===== src/verilog/cop_cfg.svh =====
// constants of the compare output path: register offsets, field positions, reset values
// assumes a 32-bit classic wishbone slave with byte addresses, one register per word
`ifndef COP_CFG_SVH
`define COP_CFG_SVH

// register byte offsets
`define COP_OFS_DTC      8'h00
`define COP_OFS_CMD      8'h04
`define COP_OFS_COMPARE_STATUS_REG  8'h08
`define COP_OFS_MODULATION_CONTROL_REG   8'h0C
`define COP_OFS_TRAPEN   8'h10
`define COP_OFS_PSL      8'h14

// dead_time_control_reg fields
`define COP_DTC_LEN_LSB  0
`define COP_DTC_EN_LSB   8

// timer_command_reg bits (write-only, read as zero)
`define COP_CMD_DEAD_TIME_RESET_CMD    0
`define COP_CMD_STR      1
`define COP_CMD_STD      2

// compare_status_reg fields
`define COP_CS_ST_LSB    0
`define COP_CS_DTA_LSB   4
`define COP_CS_REQ       7
`define COP_CS_SEL_LSB   8

// modulation_control_reg fields
`define COP_MC_PRI_LSB   0
`define COP_MC_MCM       7
`define COP_MC_SEC_LSB   8

// reset values
`define COP_RST_DTLEN    8'h00
`define COP_RST_DTEN     3'h0
`define COP_RST_SEL      6'h00
`define COP_RST_MODEN    6'h00
`define COP_RST_TRAPEN   6'h00
`define COP_RST_PSL      6'h00

`endif


===== src/verilog/cop_pkg.sv =====
// types of the compare output path
// assumes the primary timer core and the trap logic share the module clock
package cop_pkg;

    // primary timer status, all on the module clock
    typedef struct packed {
        logic       tick;          // one-cycle pulse per primary timer clock
        logic       run;           // primary_run_bit
        logic       dir;           // count_direction, 1 = down
        logic       period_match;
        logic       one_match;
        logic [2:0] cmp_match;     // per channel equal-compare
    } cop_tmr_t;

    // other modulation sources
    typedef struct packed {
        logic       sec_cmp;       // secondary_compare_signal, active high
        logic [5:0] pattern;       // multichannel_pattern_bit per output
        logic       trap;          // trap_state
    } cop_mod_src_t;

endpackage : cop_pkg


===== src/verilog/cop_path.sv =====
// compare output path: state bits, dead-time, state selection, modulation, passive levels
// assumes timer and modulation inputs come from logic on CLK_SYS_I; classic wishbone master
`timescale 1ns/1ps
`include "cop_cfg.svh"

module cop_path #(
    parameter int DT_W = 8
) (
    // clock and reset
    input  wire logic                  CLK_SYS_I,
    input  wire logic                  RESET_N_I,
    // wishbone slave
    input  wire logic                  WB_CYC_I,
    input  wire logic                  WB_STB_I,
    input  wire logic                  WB_WE_I,
    input  wire logic [7:0]            WB_ADR_I,
    input  wire logic [3:0]            WB_SEL_I,
    input  wire logic [31:0]           WB_DAT_I,
    output logic      [31:0]           WB_DAT_O,
    output logic                       WB_ACK_O,
    // timer and modulation sources
    input  wire cop_pkg::cop_tmr_t     TMR_I,
    input  wire cop_pkg::cop_mod_src_t MOD_I,
    // output pins to gate drivers
    output logic      [2:0]            HS_OUT_O,
    output logic      [2:0]            LS_OUT_O
);
    import cop_pkg::*;


    // software-written configuration
    logic [DT_W-1:0] dt_len_ff;
    logic [2:0]      dt_en_ff;
    logic [5:0]      sel_ff;
    logic [5:0]      pri_en_ff;
    logic [5:0]      sec_en_ff;
    logic            mcm_en_ff;
    logic [5:0]      trap_en_ff;

    // passive levels: shadow written by software, active copy used at the pins
    logic [5:0]      psl_shadow_ff;
    logic [5:0]      psl_ff;
    logic            req_ff;

    // channel state and dead-time bookkeeping
    logic [2:0]      st_ff;
    logic [2:0]      seen_ff;
    logic [DT_W-1:0] cnt_ff [3];
    logic [2:0]      dt_busy;

    // combinational signal path, state bit to modulated output
    logic [2:0]      direct_sig;
    logic [2:0]      inv_sig;
    logic [5:0]      cmp_sig;
    logic [5:0]      mod_sig;

    // bus side
    logic            ack_ff;
    logic [31:0]     rdat_ff;
    logic [31:0]     nxt_rdat;
    logic [31:0]     wmask;
    logic [31:0]     wdat;
    logic            wr_acc;

    // one-cycle strobes decoded from the bus, and the timer's transfer condition (a level while stopped)
    logic            shadow_xfer;
    logic            dt_reset;
    logic            req_set;
    logic            req_clr;

    // a write lands on the edge where ack is sampled high by the master;
    // taking it any earlier would let a write land twice if the master
    // stretched its strobe, so the ack edge is the only commit point
    assign wr_acc = WB_CYC_I & WB_STB_I & WB_WE_I & ack_ff;
    assign wmask  = {{8{WB_SEL_I[3]}}, {8{WB_SEL_I[2]}}, {8{WB_SEL_I[1]}}, {8{WB_SEL_I[0]}}};
    assign wdat   = WB_DAT_I & wmask;


    // timer_command_reg strobes: one-shot, nothing is stored
    // several command bits may be written in one access; STR and STD together leave the request set
    assign dt_reset = wr_acc && (WB_ADR_I == `COP_OFS_CMD) && wdat[`COP_CMD_DEAD_TIME_RESET_CMD];
    assign req_set  = wr_acc && (WB_ADR_I == `COP_OFS_CMD) && wdat[`COP_CMD_STR];
    assign req_clr  = wr_acc && (WB_ADR_I == `COP_OFS_CMD) && wdat[`COP_CMD_STD];


    // primary shadow transfer condition
    // a stopped timer transfers on every tick, so software sees its
    // passive-level writes take effect on the next tick while nothing runs
    assign shadow_xfer = !TMR_I.run
                       || (req_ff && ((TMR_I.period_match && !TMR_I.dir)
                                   || (TMR_I.one_match && TMR_I.dir)));


    // bus acknowledge: one wait cycle, then ack for exactly one cycle
    // the wait cycle buys a registered read path at the cost of bus rate;
    // the master must drop its strobe after ack before a new access
    always_ff @(posedge CLK_SYS_I or negedge RESET_N_I)
    begin
        if (!RESET_N_I)
            ack_ff <= 1'b0;
        else
            ack_ff <= WB_CYC_I & WB_STB_I & !ack_ff;
    end


    // read mux; unmapped addresses and the command register read zero
    // the passive-level read shows the copy in use, not the shadow
    always_comb
    begin
        nxt_rdat = 32'h0000_0000;
        if (WB_ADR_I == `COP_OFS_DTC)
        begin
            nxt_rdat[`COP_DTC_LEN_LSB +: DT_W] = dt_len_ff;
            nxt_rdat[`COP_DTC_EN_LSB +: 3]     = dt_en_ff;
        end
        else if (WB_ADR_I == `COP_OFS_COMPARE_STATUS_REG)
        begin
            nxt_rdat[`COP_CS_ST_LSB +: 3]  = st_ff;
            nxt_rdat[`COP_CS_DTA_LSB +: 3] = dt_busy;
            nxt_rdat[`COP_CS_REQ]          = req_ff;
            nxt_rdat[`COP_CS_SEL_LSB +: 6] = sel_ff;
        end
        else if (WB_ADR_I == `COP_OFS_MODULATION_CONTROL_REG)
        begin
            nxt_rdat[`COP_MC_PRI_LSB +: 6] = pri_en_ff;
            nxt_rdat[`COP_MC_MCM]          = mcm_en_ff;
            nxt_rdat[`COP_MC_SEC_LSB +: 6] = sec_en_ff;
        end
        else if (WB_ADR_I == `COP_OFS_TRAPEN)
            nxt_rdat[5:0] = trap_en_ff;
        else if (WB_ADR_I == `COP_OFS_PSL)
            nxt_rdat[5:0] = psl_ff;
    end


    // read data is captured with the ack so it stands stable in the ack cycle
    // status seen is the value one cycle before the ack edge
    always_ff @(posedge CLK_SYS_I or negedge RESET_N_I)
    begin
        if (!RESET_N_I)
            rdat_ff <= 32'h0000_0000;
        else if (WB_CYC_I && WB_STB_I && !ack_ff)
            rdat_ff <= nxt_rdat;
    end

    assign WB_ACK_O = ack_ff;
    assign WB_DAT_O = rdat_ff;


    // software-written control registers
    // byte lanes 0 and 1 carry all fields; lanes 2 and 3 are ignored
    // a new dead-time length only acts on the next counter load
    always_ff @(posedge CLK_SYS_I or negedge RESET_N_I)
    begin
        if (!RESET_N_I)
        begin
            dt_len_ff     <= DT_W'(`COP_RST_DTLEN);
            dt_en_ff      <= `COP_RST_DTEN;
            sel_ff        <= `COP_RST_SEL;
            pri_en_ff     <= `COP_RST_MODEN;
            sec_en_ff     <= `COP_RST_MODEN;
            mcm_en_ff     <= 1'b0;
            trap_en_ff    <= `COP_RST_TRAPEN;
        end
        else if (wr_acc)
        begin
            if (WB_ADR_I == `COP_OFS_DTC)
            begin
                if (WB_SEL_I[0])
                    dt_len_ff <= WB_DAT_I[`COP_DTC_LEN_LSB +: DT_W];
                if (WB_SEL_I[1])
                    dt_en_ff  <= WB_DAT_I[`COP_DTC_EN_LSB +: 3];
            end
            else if (WB_ADR_I == `COP_OFS_COMPARE_STATUS_REG)
            begin
                if (WB_SEL_I[1])
                    sel_ff <= WB_DAT_I[`COP_CS_SEL_LSB +: 6];
            end
            else if (WB_ADR_I == `COP_OFS_MODULATION_CONTROL_REG)
            begin
                if (WB_SEL_I[0])
                begin
                    pri_en_ff <= WB_DAT_I[`COP_MC_PRI_LSB +: 6];
                    mcm_en_ff <= WB_DAT_I[`COP_MC_MCM];
                end
                if (WB_SEL_I[1])
                    sec_en_ff <= WB_DAT_I[`COP_MC_SEC_LSB +: 6];
            end
            else if (WB_ADR_I == `COP_OFS_TRAPEN)
            begin
                if (WB_SEL_I[0])
                    trap_en_ff <= WB_DAT_I[5:0];
            end
        end
    end


    // passive level shadow: software writes only the shadow copy
    // this keeps a polarity change from glitching a pin mid-period
    always_ff @(posedge CLK_SYS_I or negedge RESET_N_I)
    begin
        if (!RESET_N_I)
            psl_shadow_ff <= `COP_RST_PSL;
        else if (wr_acc && (WB_ADR_I == `COP_OFS_PSL) && WB_SEL_I[0])
            psl_shadow_ff <= WB_DAT_I[5:0];
    end


    // active passive levels follow the shadow on a transfer tick
    // all six bits move together so a leg never shows mixed polarity
    always_ff @(posedge CLK_SYS_I or negedge RESET_N_I)
    begin
        if (!RESET_N_I)
            psl_ff <= `COP_RST_PSL;
        else if (TMR_I.tick && shadow_xfer)
            psl_ff <= psl_shadow_ff;
    end


    // transfer request: a software set in the same cycle beats the hardware clear
    // so a request made right at a transfer is not lost for a whole period
    always_ff @(posedge CLK_SYS_I or negedge RESET_N_I)
    begin
        if (!RESET_N_I)
            req_ff <= 1'b0;
        else if (req_set)
            req_ff <= 1'b1;
        else if (req_clr || (TMR_I.tick && shadow_xfer))
            req_ff <= 1'b0;
    end


    // channel state bits switch on the timer clock after a compare match
    // a stopped timer freezes them; only compare mode rules are modelled
    always_ff @(posedge CLK_SYS_I or negedge RESET_N_I)
    begin
        if (!RESET_N_I)
            st_ff <= 3'h0;
        else if (TMR_I.tick && TMR_I.run)
        begin
            for (int c = 0; c < 3; c++)
            begin
                if (TMR_I.cmp_match[c])
                    st_ff[c] <= !TMR_I.dir;
            end
        end
    end


    // dead-time counters, one per channel, sharing one length
    // seen_ff remembers the state the last dead-time was started for;
    // a mismatch while counting is held off, so an early toggle cannot
    // stretch the dead-time, but it is taken as soon as the count ends
    // limitation: a length of zero leaves only the one clock of the pending change as dead-time
    always_ff @(posedge CLK_SYS_I or negedge RESET_N_I)
    begin
        if (!RESET_N_I)
        begin
            seen_ff <= 3'h0;
            for (int c = 0; c < 3; c++)
                cnt_ff[c] <= '0;
        end
        else
        begin
            for (int c = 0; c < 3; c++)
            begin
                if (dt_reset || !dt_en_ff[c])
                begin
                    // forced or disabled: passive, state followed at once
                    cnt_ff[c]  <= '0;
                    seen_ff[c] <= st_ff[c];
                end
                else if (cnt_ff[c] != '0)
                begin
                    // changes are held off until the running dead-time ends
                    if (TMR_I.tick)
                        cnt_ff[c] <= cnt_ff[c] - 1'b1;
                end
                else if (st_ff[c] != seen_ff[c])
                begin
                    cnt_ff[c]  <= dt_len_ff;
                    seen_ff[c] <= st_ff[c];
                end
            end
        end
    end


    // a pending change also masks: the edge toward active waits for the load
    // both signals go passive at once, so the active-to-passive edge
    // is never delayed while the opposite edge waits for the count
    always_comb
    begin
        for (int c = 0; c < 3; c++)
        begin
            dt_busy[c]    = (cnt_ff[c] != '0) || (dt_en_ff[c] && (st_ff[c] != seen_ff[c]));
            direct_sig[c] = st_ff[c] && !dt_busy[c];
            inv_sig[c]    = !st_ff[c] && !dt_busy[c];
        end
    end


    // state selection and modulation for all six outputs, even = high side
    // the trap term sits last so it overrides every other source
    // with no source enabled the output stays passive
    always_comb
    begin
        for (int y = 0; y < 6; y++)
        begin
            // select 1: active after the compare point, 0: before it
            cmp_sig[y] = sel_ff[y] ? direct_sig[y/2] : inv_sig[y/2];
            mod_sig[y] = (pri_en_ff[y] || sec_en_ff[y] || mcm_en_ff)
                      && (!pri_en_ff[y] || cmp_sig[y])
                      && (!sec_en_ff[y] || MOD_I.sec_cmp)
                      && (!mcm_en_ff || MOD_I.pattern[y])
                      && !(MOD_I.trap && trap_en_ff[y]);
        end
    end


    // level selection into output flops; passive levels should switch drivers off
    // registering the pins adds one cycle of latency but keeps them glitch-free
    always_ff @(posedge CLK_SYS_I or negedge RESET_N_I)
    begin
        if (!RESET_N_I)
        begin
            HS_OUT_O <= 3'h0;
            LS_OUT_O <= 3'h0;
        end
        else
        begin
            for (int c = 0; c < 3; c++)
            begin
                HS_OUT_O[c] <= psl_ff[2*c] ^ mod_sig[2*c];
                LS_OUT_O[c] <= psl_ff[2*c+1] ^ mod_sig[2*c+1];
            end
        end
    end

endmodule : cop_path


===== config.mk =====
export PLATFORM = sky130hd
export DESIGN_NAME = cop_path
export DESIGN_NICKNAME = d
export VERILOG_FILES = /design/src/verilog/cop_pkg.sv /design/src/verilog/cop_path.sv
export VERILOG_INCLUDE_DIRS = /design/src /design/src/verilog
export SDC_FILE = /design/constraint.sdc
export NUM_CORES = 1
export LEC_CHECK = 0
export ABC_AREA = 1
export CAP_MARGIN = 20
export CORE_UTILIZATION = 40
export CTS_BUF_LIST = sky130_fd_sc_hd__clkbuf_4 sky130_fd_sc_hd__clkbuf_8 sky130_fd_sc_hd__clkbuf_16
export CTS_CLUSTER_SIZE = 28
export DETAILED_ROUTE_END_ITERATION = 10
export DONT_BUFFER_PORTS = 1
export GPL_TIMING_DRIVEN = 1
export SYNTH_ARGS = -nofsm -noshare
export SYNTH_HDL_FRONTEND = slang
export SYNTH_SLANG_ARGS = --single-unit

===== constraint.sdc =====
create_clock -name CLK_SYS_I -period 1.89 [get_ports CLK_SYS_I]
set_clock_uncertainty 0.15 [all_clocks]
set_input_delay 0.378 -clock CLK_SYS_I [delete_from_list [all_inputs] [get_ports CLK_SYS_I]]
set_output_delay 0.378 -clock CLK_SYS_I [all_outputs]
set_load 0.02 [all_outputs]

==> results by group <==
Logic synthesis
  • Dominant cell type by area after synthesis: dfrtp_1
  • Most common cell in the synthesized netlist: nand2_1
  • Synth area leaders: dfrtp_1 42%, nand2_1 17%, nand3_1 5.5%
  • Number of synthesized flops with an enable pin: 0
  • Synth Instances: 804
  • Synth Warn #: 0
  • Sequential share of the synthesized area: 0.420
  • Asr flop ratio synth: 1.00
  • Top cell type's share of synthesized area: 0.420
  • Primary FF master, synth: dfrtp_1
  • Post-synth cell types: 34
  • #FFs+latches synth: 100
  • Top cells by count, synth: 270 x nand2_1, 100 x dfrtp_1, 72 x inv_1, 67 x nor2_1, 65 x nand3_1
  • Mean Syn Cell Area: roughly 7.4 um^2
  • Post-Synthesis Cell Area: ~0.0060 mm^2

Drt
  • Initial DRC Count: 380
  • Antenna Nets Post-Route: 0
  • Top sig layer: met4
  • DR WL/cell: between 15 and 20 um
  • Met1 WL: between 7000 and 8000 um
  • Drt via density: 5.04
  • Drt drc: 0
  • Metal3 WL: a little over 700 um
  • DRT Pass-1 Iters: 5
  • WL final: roughly 16000 um
  • Met2 Wirelength: about 7700 um
  • Vias: ~5.2k

Finish
  • Design Area, Final: between 0.006 and 0.007 mm^2
  • Share of cells above drive strength 1: 0.118
  • Area Growth Syn to Fin: 12.2%
  • Post-layout util: 0.460
  • # diodes: 0
  • Final #Nets: around 910

Run status
  • Status: complete, but fails checks
  • Failing checks: negative hold slack

CTS
  • CTS tree: yes
  • Hold_buf cts: 1
  • Root Driver: clkbuf_16
  • Max clock buf depth: 2
  • H-tree Lvls: 3
  • Total CTS buffers: 9
  • Clk sink count: 100
  • Worst-Skew Late Latency: 360 ps
  • Clk slew on worst S/H paths: roughly 70 ps

STA
  • Max-slew headroom: 0.650
  • Fmax: between 500 and 600 MHz
  • Fin. Hold Viols: 100
  • Final worst-path setup slack: between 100 and 150 ps
  • Fin crit share: 0.939
  • Final setup vio count: 0
  • Least-Margin Pin Slew: between 500 and 600 ps
  • Final hold slack: -439 ps
  • Fin crit period: 1780 ps
  • Max-slew violations: 0

Placement
  • Dpl ws: 19.4 ps
  • Port bufs: 0
  • Routability-driven placement congestion ratio: roughly 0.85
  • Cell Area, Placed: approximately 0.0063 mm^2
  • HPWL after DPL: 11900 um

Setup path
  • Critical path type: reg2reg
  • Reg-to-reg endpoint: cnt_ff[7]
  • Crit end category: flop
  • WP data arrival: between 1500 and 2000 ps
  • Reg2reg path depth: 8
  • RR Startpoint: cnt_ff[4]
  • Worst setup SP type: flop
  • CP Launch Point: cnt_ff[4]
  • Critical-path maximum fanout: 9
  • Flop2flop setup slack: around 110 ps
  • Critical Path RT: 1990 ps

Power and ir drop
  • Worst VDD drop: ~0.0004 V
  • Leak: roughly 3.4 nW
  • Total power draw: approximately 4.6 mW
  • P per Cell Area: slightly below 700 mW/mm^2

Floorplan
  • Die area: 0.0154 mm^2
  • Die X: between 100 and 150 um
  • I/O pin count: 104
  • Row cnt: 44
  • Core Region: 0.0145 mm^2
  • Die Span Y: around 120 um
  • Initial Util: 0.410

GRT
  • Largest net degree at the start of global routing: 101
  • First-pass GRT wire length: approximately 25000 um
  • Total grt overflow: 0
  • All-Layer GR Usage: 0.218
  • Vias in the first global route: 4733
  • Initial antenna violation count: 0

Job
  • Max cap viols: 0

Hold path
  • Hold WC Path Type: in2async
[layout make-up]
class | count | area, um^2
clock buffer | 11 | 246
clock inverter | 5 | 67.6
fill | 1493 | 7840
inverter | 77 | 289
multi-input combinational | 607 | 3000
sequential | 100 | 2500
tap | 184 | 230
timing repair buffer | 39 | 358
[report_power, final]
group          switching (mW)  total, mW  leakage [nW]  internal (mW)
logic                   0.188      0.271          1.88         0.0832
registers               0.111       2.32          1.36           2.21
clock network           0.875       1.97         0.156           1.10
[cell families (layout without fill, tap and decap cells)]
group,count (synthesis),after routing,synth area share
xor gates and xnor gates,7,7,0.0103
AOI/OAI and AO/OA,106,106,0.0934
DFF,100,100,0.420
and+or+nand+nor,466,467,0.366
other,1,18,0.000629
muxes,3,3,0.00566
buffers and inverters,115,132,0.0917
adders and majority gates,6,6,0.0126
[how the worst max path moves through the flow]
stage,endpoint,slack (ps),cells after the start
final,cnt_ff[7],110,8
after global routing,psl_shadow_ff[1],-10,6
after CTS,cnt_ff[13],60,9
after detailed placement,cnt_ff[15],20,8
after global placement,cnt_ff[11],50,8
after floorplan,cnt_ff[19],230,9
[stage by stage]
step           setup TNS, ps  std cells
6_report                   0       1023
3_5_place_dp               0       1003
2_1_floorplan              0        821
3_3_place_gp               0       1003
4_1_cts                    0       1020
5_1_grt                -18.8       1023
[metal layers]
metal / vias up / track usage
li1: 2623 / -
met1: 2404 / 0.282
met2: 114 / 0.363
met3: 15 / 0.0453
met4: 0 / 0.0707
met5: - / 0
[timing repair]
action                     in CTS  in global routing
hold endpoints to repair      103                100
setup endpoints to repair       0                 36
resized for setup               0                  2
setup buffers                   0                  2
[worst max-delay path: stages, from the launching register on]
cell     delay, ps
dfrtp_1        380
nor2_1         180
nand2_1        170
nor2_8         240
inv_2          140
nand4_4        190
nand2_4        110
nand2_1         70
nand2_1         50
[state kept, by name, summed over array words and instances, names as in the netlist, 6 cells and up]
name,cells
dt_len_ff,8
pri_en_ff,6
psl_shadow_ff,6
sec_en_ff,6
psl_ff,6
WB_DAT_O,14
sel_ff,6
trap_en_ff,6
cnt_ff,24
[cells in the final DEF, fill, tap and decap left out, types with 18 or more instances in the layout]
master     n
a21oi_1   22
buf_4     33
conb_1    18
dfrtp_1  100
inv_1     72
nand2_1  270
nand3_1   64
nor2_1    66
o21ai_0   36
o21ai_1   35
Note: power is estimated with default switching activity, not from simulation.
